$ cat config.mk
export PLATFORM = sky130hd
export DESIGN_NAME = src_top
export DESIGN_NICKNAME = d
export VERILOG_FILES = /design/src/rtl/src_pkg.sv /design/src/rtl/src_async_rx.sv /design/src/rtl/src_top.sv
export SDC_FILE = /design/constraint.sdc
export NUM_CORES = 1
export LEC_CHECK = 0
export ABC_CLOCK_PERIOD_IN_PS = 2200
export BUFFER_PORTS_ARGS = -buffer_cell sky130_fd_sc_hd__buf_4
export CORE_ASPECT_RATIO = 1.75
export CORE_MARGIN = 8
export CORE_UTILIZATION = 30
export CTS_CLUSTER_DIAMETER = 50
export DETAILED_ROUTE_END_ITERATION = 6
export GPL_TIMING_DRIVEN = 0
export SYNTH_ARGS = -nofsm -noshare
export SYNTH_HDL_FRONTEND = slang
export SYNTH_SLANG_ARGS = --single-unit
$ cat constraint.sdc
create_clock -name SYS_CLK -period 2.2 [get_ports SYS_CLK]
set_input_delay 0.22 -clock SYS_CLK [delete_from_list [all_inputs] [get_ports SYS_CLK]]
set_output_delay 0.22 -clock SYS_CLK [all_outputs]
set_load 0.02 [all_outputs]
$ cat src/rtl/src_pkg.sv
// Package: register map, field positions, reset values and shared helpers
// of the serial receive control block.
// Assumes a 32-bit APB slave with one aligned word per register.
package src_pkg;

    // ********************************************
    // Register byte offsets
    // ********************************************
    localparam logic [7:0] OFF_RX_STATUS_CTRL = 8'h00;
    localparam logic [7:0] OFF_RX_DATA        = 8'h04;
    localparam logic [7:0] OFF_IRQ_STATUS     = 8'h08;
    localparam logic [7:0] OFF_IRQ_MASK       = 8'h0C;
    localparam logic [7:0] OFF_LINK_CFG       = 8'h10;

    // ********************************************
    // Receive status/control fields
    // ********************************************
    localparam int BIT_SERIAL_PORT_ENABLE  = 7;
    localparam int BIT_NINE_BIT_SELECT     = 6;
    localparam int BIT_SINGLE_RECEIVE      = 5;
    localparam int BIT_CONTINUOUS_RECEIVE  = 4;
    localparam int BIT_ADDRESS_DETECT      = 3;
    localparam int BIT_FRAMING_ERROR       = 2;
    localparam int BIT_OVERRUN_ERROR       = 1;
    localparam int BIT_RECEIVED_NINTH      = 0;

    // ********************************************
    // Link configuration and interrupt fields
    // ********************************************
    localparam int BIT_SYNC_MODE   = 16;
    localparam int BIT_SYNC_MASTER = 17;
    localparam int IRQ_RX_CHAR     = 0;
    localparam int IRQ_FRAMING     = 1;
    localparam int IRQ_OVERRUN     = 2;
    localparam int IRQ_WIDTH       = 3;

    // ********************************************
    // Reset values and timing counts
    // ********************************************
    localparam logic [7:0]  RST_RX_STATUS_CTRL = 8'h00;
    localparam logic [15:0] RST_DIVISOR        = 16'h0000;
    localparam logic [2:0]  RST_IRQ_MASK       = 3'h0;
    localparam logic [3:0]  SAMPLE_MID         = 4'h7;
    localparam logic [3:0]  SAMPLE_LAST        = 4'hF;

    typedef enum logic [1:0] {
        RX_IDLE  = 2'b00,
        RX_START = 2'b01,
        RX_DATA  = 2'b10,
        RX_STOP  = 2'b11
    } src_rx_state_t;

    // Index of the last data bit of a character
    function automatic logic [3:0] last_bit_idx(input logic nine);
        last_bit_idx = nine ? 4'h8 : 4'h7;
    endfunction

endpackage

$ cat src/rtl/src_async_rx.sv
// Asynchronous character receiver, 16 ticks per bit, LSB first.
// Assumes rxd is already synchronised and tick is a one-cycle enable.
`timescale 1ns/1ps
module src_async_rx (
    input  wire logic       clk,
    input  wire logic       rst_b,
    input  wire logic       enable,
    input  wire logic       tick,
    input  wire logic       rxd,
    input  wire logic       nine,
    output logic            done_reg,
    output logic [8:0]      data_reg,
    output logic            framing_error_flag_reg
);

    src_pkg::src_rx_state_t state_reg;
    logic [3:0]             tick_cnt_reg;
    logic [3:0]             bit_cnt_reg;
    logic [8:0]             shift_reg;

    always_ff @(posedge clk or negedge rst_b) begin
        if (!rst_b) begin
            state_reg    <= src_pkg::RX_IDLE;
            tick_cnt_reg <= 4'h0;
            bit_cnt_reg  <= 4'h0;
            shift_reg    <= 9'h000;
            done_reg     <= 1'b0;
            data_reg     <= 9'h000;
            framing_error_flag_reg     <= 1'b0;
        end else begin
            done_reg <= 1'b0;
            if (!enable) begin
                state_reg <= src_pkg::RX_IDLE;
            end else begin
                case (state_reg)
                    src_pkg::RX_IDLE: begin
                        tick_cnt_reg <= 4'h0;
                        bit_cnt_reg  <= 4'h0;
                        if (!rxd) begin
                            state_reg <= src_pkg::RX_START;
                        end
                    end
                    src_pkg::RX_START: begin
                        if (tick) begin
                            if (tick_cnt_reg == src_pkg::SAMPLE_MID) begin
                                tick_cnt_reg <= 4'h0;
                                // Glitch shorter than half a bit is dropped
                                state_reg    <= rxd ? src_pkg::RX_IDLE : src_pkg::RX_DATA;
                            end else begin
                                tick_cnt_reg <= tick_cnt_reg + 4'h1;
                            end
                        end
                    end
                    src_pkg::RX_DATA: begin
                        if (tick) begin
                            if (tick_cnt_reg == src_pkg::SAMPLE_LAST) begin
                                tick_cnt_reg <= 4'h0;
                                shift_reg    <= {rxd, shift_reg[8:1]};
                                if (bit_cnt_reg == src_pkg::last_bit_idx(nine)) begin
                                    state_reg <= src_pkg::RX_STOP;
                                end else begin
                                    bit_cnt_reg <= bit_cnt_reg + 4'h1;
                                end
                            end else begin
                                tick_cnt_reg <= tick_cnt_reg + 4'h1;
                            end
                        end
                    end
                    src_pkg::RX_STOP: begin
                        if (tick) begin
                            if (tick_cnt_reg == src_pkg::SAMPLE_LAST) begin
                                done_reg  <= 1'b1;
                                data_reg  <= nine ? shift_reg : {1'b0, shift_reg[8:1]};
                                framing_error_flag_reg  <= !rxd;
                                state_reg <= src_pkg::RX_IDLE;
                            end else begin
                                tick_cnt_reg <= tick_cnt_reg + 4'h1;
                            end
                        end
                    end
                    default: begin
                        state_reg <= src_pkg::RX_IDLE;
                    end
                endcase
            end
        end
    end

endmodule

$ cat src/rtl/src_top.sv
// Serial receive control: APB register file, receive buffer, error flags,
// synchronous receive engine and interrupt logic.
// Assumes pins arrive asynchronously; a remote transmitter drives the data pin.
// Operation
// - Port enable claims data and clock pins; clear holds receiver in reset.
// - Nine-bit select picks nine or eight data bits per character.
// - Sync master: single receive takes one character, then hardware clears it.
// - Async mode: continuous receive bit turns the receiver on and off.
// - Sync mode: continuous receive runs back to back, overriding single receive.
// - Address detect off accepts all characters; ignored in eight-bit async.
// - Framing flag follows the buffered character, renewed on the next character; cleared by port disable.
// - Ninth received bit of buffered character readable; no hardware parity.
// - Control bits and error flags reset to zero at power-on.
//
// The address map and the APB register port were chosen for this implementation.
`timescale 1ns/1ps
module src_top #(
    parameter int ADDR_W = 8
) (
    input  wire logic              SYS_CLK,
    input  wire logic              RST_B,
    input  wire logic              PSEL,
    input  wire logic              PENABLE,
    input  wire logic              PWRITE,
    input  wire logic [ADDR_W-1:0] PADDR,
    input  wire logic [31:0]       PWDATA,
    output logic      [31:0]       PRDATA,
    output logic                   PREADY,
    output logic                   PSLVERR,
    input  wire logic              DATA_PIN_I,
    output logic                   DATA_PIN_O,
    output logic                   DATA_PIN_OE,
    input  wire logic              CLK_PIN_I,
    output logic                   CLK_PIN_O,
    output logic                   CLK_PIN_OE,
    output logic                   PORT_PINS_OWNED,
    output logic                   IRQ
);

    // ********************************************
    // Registers
    // ********************************************
    localparam int        IRQ_W = src_pkg::IRQ_WIDTH;
    logic                 serial_port_enable_reg;
    logic                 rx9_reg;
    logic                 single_receive_enable_reg;
    logic                 continuous_receive_enable_reg;
    logic                 address_detect_enable_reg;
    logic                 framing_error_flag_reg;
    logic                 overrun_error_flag_reg;
    logic                 received_ninth_bit_reg;
    logic [7:0]           buf_data_reg;
    logic                 buf_full_reg;
    logic [IRQ_W-1:0]     irq_st_reg;
    logic [IRQ_W-1:0]     irq_mask_reg;
    logic [15:0]          divisor_reg;
    logic                 sync_reg;
    logic                 master_reg;

    // ********************************************
    // Pin synchronisers
    // ********************************************
    logic [1:0]           data_sync_reg;
    logic [1:0]           clk_sync_reg;
    logic                 clk_prev_reg;
    logic                 rxd;
    logic                 ck_in;

    always_ff @(posedge SYS_CLK or negedge RST_B) begin
        if (!RST_B) begin
            data_sync_reg <= 2'b11;
            clk_sync_reg  <= 2'b00;
            clk_prev_reg  <= 1'b0;
        end else begin
            data_sync_reg <= {data_sync_reg[0], DATA_PIN_I};
            clk_sync_reg  <= {clk_sync_reg[0], CLK_PIN_I};
            clk_prev_reg  <= clk_sync_reg[1];
        end
    end

    assign rxd   = data_sync_reg[1];
    assign ck_in = clk_sync_reg[1];

    // ********************************************
    // APB decode
    // ********************************************
    logic                 apb_done;
    logic                 wr_en;
    logic                 rd_en;
    logic                 addr_ok;
    logic [31:0]          rd_value;

    assign apb_done = PSEL && PENABLE && PREADY;
    assign wr_en    = apb_done && PWRITE;
    assign rd_en    = apb_done && !PWRITE;

    logic wr_ctrl;
    logic rd_data;
    logic rd_ist;
    assign wr_ctrl = wr_en && (PADDR[7:0] == src_pkg::OFF_RX_STATUS_CTRL);
    assign rd_data = rd_en && (PADDR[7:0] == src_pkg::OFF_RX_DATA);
    assign rd_ist  = rd_en && (PADDR[7:0] == src_pkg::OFF_IRQ_STATUS);

    always_comb begin
        addr_ok  = 1'b1;
        rd_value = 32'h0000_0000;
        case (PADDR[7:0])
            src_pkg::OFF_RX_STATUS_CTRL: begin
                rd_value[7:0] = {serial_port_enable_reg, rx9_reg, single_receive_enable_reg, continuous_receive_enable_reg, address_detect_enable_reg,
                                 framing_error_flag_reg, overrun_error_flag_reg, received_ninth_bit_reg};
            end
            src_pkg::OFF_RX_DATA: begin
                rd_value[7:0] = buf_data_reg;
            end
            src_pkg::OFF_IRQ_STATUS: begin
                rd_value[IRQ_W-1:0] = irq_st_reg;
            end
            src_pkg::OFF_IRQ_MASK: begin
                rd_value[IRQ_W-1:0] = irq_mask_reg;
            end
            src_pkg::OFF_LINK_CFG: begin
                rd_value[15:0]                   = divisor_reg;
                rd_value[src_pkg::BIT_SYNC_MODE]   = sync_reg;
                rd_value[src_pkg::BIT_SYNC_MASTER] = master_reg;
            end
            default: begin
                addr_ok = 1'b0;
            end
        endcase
    end

    // One wait state: answer is registered in the first access cycle
    always_ff @(posedge SYS_CLK or negedge RST_B) begin
        if (!RST_B) begin
            PREADY  <= 1'b0;
            PRDATA  <= 32'h0000_0000;
            PSLVERR <= 1'b0;
        end else if (PSEL && PENABLE && !PREADY) begin
            PREADY  <= 1'b1;
            PRDATA  <= PWRITE ? 32'h0000_0000 : rd_value;
            PSLVERR <= !addr_ok;
        end else begin
            PREADY  <= 1'b0;
            PSLVERR <= 1'b0;
        end
    end

    // ********************************************
    // Configuration registers
    // ********************************************
    logic single_receive_enable_hw_clear;

    always_ff @(posedge SYS_CLK or negedge RST_B) begin
        if (!RST_B) begin
            serial_port_enable_reg  <= src_pkg::RST_RX_STATUS_CTRL[src_pkg::BIT_SERIAL_PORT_ENABLE];
            rx9_reg   <= src_pkg::RST_RX_STATUS_CTRL[src_pkg::BIT_NINE_BIT_SELECT];
            continuous_receive_enable_reg  <= src_pkg::RST_RX_STATUS_CTRL[src_pkg::BIT_CONTINUOUS_RECEIVE];
            address_detect_enable_reg <= src_pkg::RST_RX_STATUS_CTRL[src_pkg::BIT_ADDRESS_DETECT];
        end else if (wr_ctrl) begin
            serial_port_enable_reg  <= PWDATA[src_pkg::BIT_SERIAL_PORT_ENABLE];
            rx9_reg   <= PWDATA[src_pkg::BIT_NINE_BIT_SELECT];
            continuous_receive_enable_reg  <= PWDATA[src_pkg::BIT_CONTINUOUS_RECEIVE];
            address_detect_enable_reg <= PWDATA[src_pkg::BIT_ADDRESS_DETECT];
        end
    end

    // Software write wins over the hardware clear
    always_ff @(posedge SYS_CLK or negedge RST_B) begin
        if (!RST_B) begin
            single_receive_enable_reg <= src_pkg::RST_RX_STATUS_CTRL[src_pkg::BIT_SINGLE_RECEIVE];
        end else if (wr_ctrl) begin
            single_receive_enable_reg <= PWDATA[src_pkg::BIT_SINGLE_RECEIVE];
        end else if (single_receive_enable_hw_clear) begin
            single_receive_enable_reg <= 1'b0;
        end
    end

    always_ff @(posedge SYS_CLK or negedge RST_B) begin
        if (!RST_B) begin
            divisor_reg  <= src_pkg::RST_DIVISOR;
            sync_reg     <= 1'b0;
            master_reg   <= 1'b0;
            irq_mask_reg <= src_pkg::RST_IRQ_MASK;
        end else if (wr_en && PADDR[7:0] == src_pkg::OFF_LINK_CFG) begin
            divisor_reg <= PWDATA[15:0];
            sync_reg    <= PWDATA[src_pkg::BIT_SYNC_MODE];
            master_reg  <= PWDATA[src_pkg::BIT_SYNC_MASTER];
        end else if (wr_en && PADDR[7:0] == src_pkg::OFF_IRQ_MASK) begin
            irq_mask_reg <= PWDATA[IRQ_W-1:0];
        end
    end

    // ********************************************
    // Rate divider
    // ********************************************
    logic [15:0] div_cnt_reg;
    logic        tick;

    assign tick = (div_cnt_reg == divisor_reg);

    always_ff @(posedge SYS_CLK or negedge RST_B) begin
        if (!RST_B) begin
            div_cnt_reg <= 16'h0000;
        end else if (!serial_port_enable_reg || tick) begin
            div_cnt_reg <= 16'h0000;
        end else begin
            div_cnt_reg <= div_cnt_reg + 16'h0001;
        end
    end

    // ********************************************
    // Asynchronous receiver
    // ********************************************
    logic       async_done;
    logic [8:0] async_data;
    logic       async_framing_error_flag;
    logic       async_en;

    // Receiver stalls while an overrun stands, as the buffer cannot take more
    assign async_en = serial_port_enable_reg && !sync_reg && continuous_receive_enable_reg && !overrun_error_flag_reg;

    src_async_rx u_async_rx (
        .clk      (SYS_CLK),
        .rst_b    (RST_B),
        .enable   (async_en),
        .tick     (tick),
        .rxd      (rxd),
        .nine     (rx9_reg),
        .done_reg (async_done),
        .data_reg (async_data),
        .framing_error_flag_reg (async_framing_error_flag)
    );

    // ********************************************
    // Synchronous receiver
    // ********************************************
    logic       sync_go;
    logic       sync_edge;
    logic [3:0] sync_cnt_reg;
    logic [8:0] sync_sh_reg;
    logic [8:0] sync_sh_next;
    logic       sync_done_reg;
    logic [8:0] sync_data_reg;

    assign sync_go      = serial_port_enable_reg && sync_reg && !overrun_error_flag_reg
                          && (continuous_receive_enable_reg || (master_reg && single_receive_enable_reg));
    assign sync_edge    = master_reg ? (tick && !CLK_PIN_O) : (ck_in && !clk_prev_reg);
    assign sync_sh_next = {rxd, sync_sh_reg[8:1]};
    assign single_receive_enable_hw_clear = sync_done_reg && !continuous_receive_enable_reg && master_reg;

    always_ff @(posedge SYS_CLK or negedge RST_B) begin
        if (!RST_B) begin
            sync_cnt_reg  <= 4'h0;
            sync_sh_reg   <= 9'h000;
            sync_done_reg <= 1'b0;
            sync_data_reg <= 9'h000;
            CLK_PIN_O     <= 1'b0;
        end else begin
            sync_done_reg <= 1'b0;
            if (!sync_go || sync_done_reg && !continuous_receive_enable_reg) begin
                // Single receive ends after one character
                sync_cnt_reg <= 4'h0;
                CLK_PIN_O    <= 1'b0;
            end else begin
                if (master_reg && tick) begin
                    CLK_PIN_O <= !CLK_PIN_O;
                end
                if (sync_edge) begin
                    sync_sh_reg <= sync_sh_next;
                    if (sync_cnt_reg == src_pkg::last_bit_idx(rx9_reg)) begin
                        sync_cnt_reg  <= 4'h0;
                        sync_done_reg <= 1'b1;
                        sync_data_reg <= rx9_reg ? sync_sh_next : {1'b0, sync_sh_next[8:1]};
                    end else begin
                        sync_cnt_reg <= sync_cnt_reg + 4'h1;
                    end
                end
            end
        end
    end

    // ********************************************
    // Receive buffer and error flags
    // ********************************************
    logic       char_done;
    logic [8:0] char_data;
    logic       char_framing_error_flag;
    logic       char_keep;
    logic       overrun_ev;
    logic       load_ev;
    logic       overrun_error_flag_clear;

    assign char_done  = async_done || sync_done_reg;
    assign char_data  = async_done ? async_data : sync_data_reg;
    assign char_framing_error_flag  = async_done && async_framing_error_flag;
    assign char_keep  = !(async_done && rx9_reg && address_detect_enable_reg && !char_data[8]);
    assign overrun_ev = char_done && char_keep && buf_full_reg && !rd_data;
    assign load_ev    = char_done && char_keep && !overrun_ev;
    assign overrun_error_flag_clear = !serial_port_enable_reg || (wr_ctrl && continuous_receive_enable_reg && !PWDATA[src_pkg::BIT_CONTINUOUS_RECEIVE]);

    always_ff @(posedge SYS_CLK or negedge RST_B) begin
        if (!RST_B) begin
            buf_full_reg <= 1'b0;
            buf_data_reg <= 8'h00;
            framing_error_flag_reg     <= src_pkg::RST_RX_STATUS_CTRL[src_pkg::BIT_FRAMING_ERROR];
            received_ninth_bit_reg     <= src_pkg::RST_RX_STATUS_CTRL[src_pkg::BIT_RECEIVED_NINTH];
        end else if (!serial_port_enable_reg) begin
            buf_full_reg <= 1'b0;
            framing_error_flag_reg     <= 1'b0;
        end else if (load_ev) begin
            buf_full_reg <= 1'b1;
            buf_data_reg <= char_data[7:0];
            framing_error_flag_reg     <= char_framing_error_flag;
            received_ninth_bit_reg     <= char_data[8];
        end else if (rd_data) begin
            buf_full_reg <= 1'b0;
        end
    end

    // Overrun set wins over a clear in the same cycle
    always_ff @(posedge SYS_CLK or negedge RST_B) begin
        if (!RST_B) begin
            overrun_error_flag_reg <= src_pkg::RST_RX_STATUS_CTRL[src_pkg::BIT_OVERRUN_ERROR];
        end else if (overrun_ev && serial_port_enable_reg) begin
            overrun_error_flag_reg <= 1'b1;
        end else if (overrun_error_flag_clear) begin
            overrun_error_flag_reg <= 1'b0;
        end
    end

    // ********************************************
    // Interrupts and pin outputs
    // ********************************************
    logic [IRQ_W-1:0] irq_ev;

    always_comb begin
        irq_ev                       = '0;
        irq_ev[src_pkg::IRQ_RX_CHAR] = load_ev && serial_port_enable_reg;
        irq_ev[src_pkg::IRQ_FRAMING] = load_ev && serial_port_enable_reg && char_framing_error_flag;
        irq_ev[src_pkg::IRQ_OVERRUN] = overrun_ev && serial_port_enable_reg;
    end

    always_ff @(posedge SYS_CLK or negedge RST_B) begin
        if (!RST_B) begin
            irq_st_reg <= '0;
            IRQ        <= 1'b0;
        end else begin
            irq_st_reg <= (rd_ist ? '0 : irq_st_reg) | irq_ev;
            IRQ        <= |(irq_st_reg & irq_mask_reg);
        end
    end

    // Receive-only block: the data pin is never driven
    always_ff @(posedge SYS_CLK or negedge RST_B) begin
        if (!RST_B) begin
            DATA_PIN_O      <= 1'b0;
            DATA_PIN_OE     <= 1'b0;
            CLK_PIN_OE      <= 1'b0;
            PORT_PINS_OWNED <= 1'b0;
        end else begin
            DATA_PIN_O      <= 1'b0;
            DATA_PIN_OE     <= 1'b0;
            CLK_PIN_OE      <= serial_port_enable_reg && sync_reg && master_reg;
            PORT_PINS_OWNED <= serial_port_enable_reg;
        end
    end

endmodule

==> impl_summary.md, run 1 <==
Status
The run finished with clean final reports.

Min path
The path with the worst hold slack has its endpoint at divisor_reg[10]. The startpoint of the lowest-slack hold path is PWDATA[10]. The worst hold-check path type is in -> reg. Counting instances, the worst hold path has a depth of 2.

GRT
The first-pass GRT wire length is 25120 um. In the global route stage, overall resource usage came out at 0.1191. The total congestion overflow after global routing is 0. Entering global routing, the biggest net connects 87 pins. The via count of the first global-routing pass is 4823. The initial antenna violation count came to 0.

Routing
The residual antenna-violating net count after detailed routing is 0. After detailed routing, the total wire length is 15510 um. Dividing the detail-routed via count by the number of cells gives 4.579. The average wire length per cell after detail routing is 15.81 um. The first routing iteration left 235 violations. The post-detailed-route DRC marker count is 0. The routed via count is 4492. The pre-antenna-repair detailed-routing pass consisted of 4 iterations.

Logic synthesis
Yosys instantiated no cell more often than sky130_fd_sc_hd__dfrtp_1. For this run, the leading register cell type out of synthesis is sky130_fd_sc_hd__dfrtp_1. The commonest cells after synthesis are sky130_fd_sc_hd__dfrtp_1 (136), sky130_fd_sc_hd__mux2_2 (55), sky130_fd_sc_hd__nand2_1 (49), sky130_fd_sc_hd__nor2_1 (44), sky130_fd_sc_hd__mux2i_1 (26). The share of the Yosys chip area taken by registers is 0.5324. The share of synthesized area in the top cell type comes to 0.5243. The fraction of synthesis flops using an asynchronous set or reset pin is 1.000. The synthesized area divided by synthesized cell count is 11.41 um2. By area the synthesized netlist is led by sky130_fd_sc_hd__dfrtp_1 (52%), sky130_fd_sc_hd__mux2_2 (9.5%), sky130_fd_sc_hd__mux2i_1 (4.0%). The number of different library cells used by synthesis comes to 61. The library cell occupying the most area in the post-synthesis netlist is sky130_fd_sc_hd__dfrtp_1.

Synthesis handed over a netlist of 569 instances. The number of warnings issued by yosys is 0. The count of state elements after synthesis is 138.

In this run, synthesis inferred 0 flip-flops with an integrated enable. The synthesized netlist occupies a cell area of 6491 um2.

Critical path
The critical path data arrival time is 2.49 ns. The critical path capture point type is a flip-flop. The endpoint identified for the worst register-to-register timing path is sync_sh_reg[4]. The launch point of the worst reg-to-reg path is div_cnt_reg[14].

The largest incremental delay on the critical path is 0.43 ns. The kind of launch point of the worst setup path is a flip-flop. The worst-case register-to-register setup slack is 0.005 ns. The highest-delay cell along the critical path is sky130_fd_sc_hd__dfrtp_1. The largest fanout of any net on the critical path is 8.

The critical path goes through xnor2_2 -> nand4_1 -> nor4_4 -> buf_6 -> a22oi_2 -> buf_4 -> nor2_4 -> buf_12 -> mux2_4. The depth of the most critical reg-to-reg path is 9. At the worst endpoint, the required time is 2.50 ns.

The category of the most critical setup path is reg -> reg.

Pwr
Of the total power, combinational logic draws 0.045. The power density relative to cell area is 659.8 nW/um2. The switching share of total power is 0.2226. The share of total power dissipated in sequential elements is 0.468. VDD sags by at most 0.4833 mV. The internal cell power is 0.004247 W. In this run the power spent charging and discharging nets is 0.001216 W. The share of total power in the clock network is 0.487.

The leakage power is 3.786 nW.

Placed design
The number of buffer cells added on primary ports is 55. The routability congestion estimate is 0.8352. The placed instances occupy a cell area of 7357 um2. Once detailed placement completed, the half-perimeter wirelength came to 11560 um.

The worst slack after detailed placement is -0.6091 ns.

STA
Based on the critical path, the design can be clocked at up to 455.5 MHz. The final number of hold-violating endpoints is 0. Once routing completed, OpenROAD measured the worst setup slack at 0.004571 ns. The transition time at the pin with the least slew margin is 0.7971 ns. Setup repair after global routing could not meet its margin everywhere.

The clock period could shrink to 2.195 ns. The count of pins over their slew limit is 0. The normalized max-slew margin is 0.4611. The final hold slack is 0.03341 ns. The maximum clock skew at final layout is 0.006554 ns. The final clock period utilization by the worst path is 0.9979. The number of failing setup endpoints in the final timing report is 0.

Final layout
The sequential cell area is 3465 um2. The number of antenna diodes is 0. The final net count is 727. Summing all multi-input logic gate instances after layout gives 2999 um2. The fill cell total of the finished layout is 2058. The number of flip-flops in the largest register is 18. The area added between synthesis and finish is 27.56%. After routing the design area is 8280 um2. The share of layout cells above drive strength 1 is 0.3295.

Die
The region available for standard cell placement spans 21410 um2. The I/O pin total is 87. The standard-cell row count is 71. The area of the die is 26790 um2. The vertical die dimension is 210.6 um. The initial core utilization is 0.3032. The die is 127.2 um wide.

Run
Max-cap violations in this run came to 0.

Clocking
The TritonCTS clock tree is built. The clock passes through at most 2 buffers. Clock tree synthesis inserted a total of 17 buffers. The H-tree was split into 4 levels. The cell chosen for the clock root is sky130_fd_sc_hd__clkbuf_16. The latest clock arrival within the worst-skew pair is 0.41 ns. The clock-pin slew of the registers on the worst-case setup and hold paths is 0.06 ns.

CTS saw 138 sinks.
## through the flow
step | instances | total power (W) | TNS, ns | util
6_report | 981 | 0.005464 | 0 | 0.3868
5_1_grt | 981 | 0.005673 | -1.601 | 0.3868
4_1_cts | 972 | 0.005523 | -0.2115 | 0.3767
3_5_place_dp | 932 | 0.002831 | -25.83 | 0.3436
3_3_place_gp | 931 | 0.002824 | -28.44 | 0.3422
2_1_floorplan | 584 | 0.002699 | 0 | -
## logic make-up (layout without fill, tap and decap cells)
family                     after synthesis  in the layout  share of synthesized area
buffers and inverters                   52            157                    0.04144
adders and majority gates                4              4                   0.007710
xor gates and xnor gates                31             31                    0.04183
other                                    1             16                  0.0005777
muxes                                   89             89                     0.1540
and+or+nand+nor                        170            170                     0.1340
DFF                                    138            138                     0.5324
AOI/OAI and AO/OA                       84             84                    0.08809
## layout by cell type (no fill, tap or decap), drive strengths merged, types with 3 or more instances in the layout
cell type / Yosys / routed
ha: 4 / 4
clkinv: 0 / 7
nor3: 7 / 7
xnor2: 23 / 23
buf: 22 / 95
xor2: 8 / 8
and3: 7 / 7
a222oi: 4 / 4
mux2i: 26 / 26
mux2: 63 / 63
inv: 15 / 15
clkinvlp: 0 / 5
nor2b: 6 / 6
nand4: 5 / 5
clkbuf: 15 / 31
nor3b: 3 / 3
nand2b: 4 / 4
nand3: 22 / 22
conb: 1 / 16
dfrtp: 136 / 136
a21oi: 18 / 18
a22o: 20 / 20
and2: 4 / 4
or3: 3 / 3
dlygate4sd3: 0 / 3
nor2: 45 / 45
nand2: 50 / 50
o21ai: 25 / 25
## critical path: cells and delay by family, from the launching register on
family	cells	cell delay (ns)
multiplexers	1	0.30
AO/OA/AOI/OAI	1	0.10
XOR/XNOR	1	0.20
flip-flops	1	0.43
buffers and inverters	3	0.46
AND/OR/NAND/NOR	3	0.57
## repair_timing
item / 4_1_cts / 5_1_grt
setup buffers: 5 / 9
endpoints found under the hold margin: 54 / 0
pin swaps: 6 / 11
setup endpoints to repair: 62 / 50
gates cloned: 0 / 1
hold buffers: 3 / 0
gates resized for setup: 16 / 42
## metal layers
metal / up-vias / track usage / wire length, um
met2: 82 / 0.2342 / 8998
met1: 2206 / 0.1108 / 5548
met4: 0 / 0.06763 / 522
met5: - / 0 / 0
met3: 25 / 0.02176 / 442
li1: 2179 / - / -
## power by group through the flow
stage                     sequential [W]  clock (W)  combinational (W)
final                            0.00256    0.00266           0.000245
after global routing             0.00256    0.00284           0.000272
after CTS                        0.00256    0.00272           0.000241
after detailed placement         0.00260          0           0.000228
after global placement           0.00260          0           0.000220
after floorplan                  0.00260          0          0.0000956
## final cells by class
type                       instances  area share
timing repair buffer              74     0.07404
tap                              292     0.04412
clock buffer                      19     0.05470
inverter                          15    0.006800
buffer                            36     0.02735
clock inverter                    13     0.01239
multi-input combinational        394      0.3622
sequential                       138      0.4184
## worst max path at each step
| stage | from | slack (ns) | depth (start not counted) | end |
|---|---|---|---|---|
| CTS | divisor_reg[13] | -0.02 | 8 | sync_sh_reg[6] |
| global placement | div_cnt_reg[10] | -0.66 | 6 | sync_data_reg[0] |
| global route | divisor_reg[10] | -0.1 | 9 | sync_sh_reg[4] |
| detailed placement | div_cnt_reg[10] | -0.61 | 6 | sync_data_reg[5] |
| floorplan | PADDR[1] | 0.08 | 6 | divisor_reg[10] |
| finish | div_cnt_reg[14] | 0.005 | 9 | sync_sh_reg[4] |
(Power assumes the default switching activity.)
==> run 2, diff against run 1 <==
PLACE_DENSITY = 0.52   (was default)
==> impl_summary.md, run 2 (synthesis results as in run 1) <==
Status
The flow ran to the end, and the final reports show no timing, DRC or antenna violations.

Clocking
The maximum buffer depth of the clock tree came to 2 (unchanged). The latest clock arrival within the worst-skew pair was 0.42 ns (about the same). The TritonCTS clock tree is built. The number of buffers created by CTS is 17 (unchanged).

The root buffer cell chosen for the clock tree is sky130_fd_sc_hd__clkbuf_16. The number of levels the H-tree was split into is 4 (unchanged). The clock-pin slew of the registers on the worst-case setup and hold paths is 0.06 ns (about the same). The total clock sinks came to 138 (unchanged).

Critical path
The worst-case register-to-register setup slack is 0.01 ns (about the same). The category of the most critical setup path is reg -> reg. The critical path required time is 2.50 ns (about the same). The largest incremental delay on the critical path came to 0.45 ns (+0.02 ns). The critical path capture point type is a flip-flop. The depth of the most critical reg-to-reg path is 8 (-1). The kind of launch point of the worst setup path is a flip-flop. The largest fanout of any net on the critical path was 10 (+2). The slowest stage of the critical path is the sky130_fd_sc_hd__dfrtp_2 cell.

The critical path goes through xnor2_1 -> nand4_1 -> nor4_4 -> buf_6 -> a22oi_2 -> nor3_4 -> buf_12 -> mux2_2. The critical path data arrival time came to 2.49 ns (about the same).

Die
The I/O pin total was 87 (unchanged). The standard-cell row count is 71 (unchanged). The vertical die dimension came to 210.6 um (unchanged).

The initial core utilization is 0.3032 (unchanged). The area of the die is 26790 um2 (unchanged). The die width is 127.2 um (unchanged). The area of the core region is 21410 um2 (unchanged).

Routing
The wire length reported by the detailed router came to 15710 um (+1.3%). The residual antenna-violating net count after detailed routing is 0 (unchanged). The routed via count is 4540 (+1.1%). The post-detailed-route DRC marker count is 0 (unchanged). The number of vias per cell came to 4.656 (+1.7%). The average wire length per cell after detail routing was 16.12 um (+1.9%). The DRC violation total after the first TritonRoute iteration came to 296 (+26%). The number of detailed-routing iterations run before antenna repair came to 4 (unchanged).

STA
The transition time at the pin with the least slew margin is 0.8312 ns (+0.03407 ns). The count of pins over their slew limit came to 0 (unchanged). The shortest clock period the worst path allows after layout is 2.190 ns (-0.005915 ns). The normalized max-slew margin came to 0.4422 (-0.01894). The number of failing setup endpoints in the final timing report is 0 (unchanged). The final number of hold-violating endpoints is 0 (unchanged). The final hold slack is 0.03307 ns (-0.0003471 ns). The setup TNS is 0 ns (unchanged). The peak clock frequency supported by timing is 456.7 MHz (+0.27%). Setup repair after global routing could not meet its margin everywhere.

The final clock period utilization by the worst path is 0.9952 (-0.002688). The maximum clock skew at final layout came to 0.007145 ns (+0.0005911 ns).

Placed design
The HPWL reported at the end of detailed placement is 11740 um (+1.6%). The placed cell count is 932 (unchanged). The routability congestion estimate is 0.8159 (-2.3%). The area of placed instances is 7357 um2 (unchanged). The number of buffer cells added on primary ports came to 55 (unchanged).

Final layout
The cell area after layout is 8189 um2 (-1.1%). The top cell types in the final layout, fill and taps aside, are sky130_fd_sc_hd__dfrtp_1 (134), sky130_fd_sc_hd__buf_4 (77), sky130_fd_sc_hd__mux2_2 (55). The number of antenna diodes was 0 (unchanged).

The share of layout cells above drive strength 1 was 0.3016 (-0.02785). The library cell used most frequently in the layout, excluding fill and tap cells, is sky130_fd_sc_hd__dfrtp_1. The area added between synthesis and finish is 26.16%. The number of flip-flops in the largest register is 18 (unchanged).

The final non-filler cell total is 975 (-0.61%). The final net count is 721 (-0.83%).

GRT
After global routing, the most crowded layer is met2. The via count of the first global-routing pass is 4848 (+0.52%). The total global routing track utilization is 0.1222 (+0.003162). The initial antenna violation count is 0 (unchanged). The routing usage on met2 is 0.2364 (+0.002211). The first-pass GRT wire length is 25540 um (+1.7%). The largest net degree at the start of global routing came to 71 (-18%). The total congestion overflow after global routing is 0 (unchanged). The global routing usage on met3 is 0.02176 (unchanged).

The global routing met1 resource utilization is 0.1193 (+0.008500).

Pwr
The switching share of total power is 0.2049 (-0.01775). The proportion of power drawn by flip-flops and latches is 0.440 (-0.028). The maximum VDD drop is 0.5444 mV (+13%). The power density relative to cell area was 710.6 nW/um2 (+7.7%). The leakage power is 3.795 nW (+0.24%). The share of total power in combinational logic is 0.041 (-0.004). The switching power came to 0.001192 W (-2.0%). The share of total power in the clock network is 0.519 (+0.032). The internal cell power is 0.004627 W (+8.9%).

Run
The count of max-cap constraint violations came to 0 (unchanged).

Min path
The cell depth of the worst hold path is 2 (unchanged). The worst hold path belongs to the class in -> reg.
## run 2: power groups by stage
stage | clock [W] | sequential (W) | combinational [W]
6_report | 0.00302 | 0.00256 | 0.000238
5_1_grt | 0.00321 | 0.00256 | 0.000265
4_1_cts | 0.00310 | 0.00256 | 0.000239
3_5_place_dp | 0 | 0.00260 | 0.000228
3_3_place_gp | 0 | 0.00260 | 0.000217
2_1_floorplan | 0 | 0.00260 | 0.0000956
## run 2: per-layer routing
| layer | vias up | wire (um) |
|---|---|---|
| met5 | - | 0 |
| met4 | 0 | 462 |
| met3 | 24 | 469 |
| met2 | 85 | 9043 |
| met1 | 2246 | 5737 |
| li1 | 2185 | - |
## run 2: worst paths after layout
path,from,end
worst max-delay path,divisor_reg[0],sync_data_reg[0]
min in group asynchronous,RST_B,PRDATA[11]
worst min-delay path,PWDATA[9],divisor_reg[9]
worst min register to register,clk_sync_reg[0],clk_sync_reg[1]
worst max register to register,divisor_reg[0],sync_data_reg[0]
max in group asynchronous,RST_B,data_sync_reg[0]
## run 2: stage by stage
step                      setup WS [ns]  power (W)  utilization
after floorplan                 0.07707   0.002699            -
after global placement          -0.6613   0.002820       0.3422
after detailed placement        -0.7094   0.002831       0.3436
after CTS                      -0.05093   0.005895       0.3789
after global routing           -0.05472   0.006033       0.3825
final                           0.01049   0.005819       0.3825
## run 2: final cells by class
| type | instances | area (um2) |
|---|---|---|
| plain buffers | 36 | 220.2 |
| clock buffers | 24 | 481.7 |
| clock inverters | 8 | 140.1 |
| fillers | 2039 | 13220 |
| inverters | 15 | 56.30 |
| multi-input cells | 394 | 2909 |
| flip-flops and latches | 138 | 3458 |
| well taps | 292 | 365.4 |
| repair buffers | 68 | 558.0 |
## run 2: critical path: cells and delay by family, from the launching register on
kind | cells | cell delay [ns]
and+or+nand+nor | 3 | 0.65
DFF | 1 | 0.45
buffers and inverters | 2 | 0.33
muxes | 1 | 0.33
xor gates and xnor gates | 1 | 0.17
AOI/OAI and AO/OA | 1 | 0.13
## run 2: what timing repair did
action	CTS	global route
gates resized for setup	12	14
hold endpoints to repair	71	0
gates cloned	0	0
buffers inserted	4	5
setup endpoints to repair	62	52
hold buffers	3	0
pin swaps	4	7
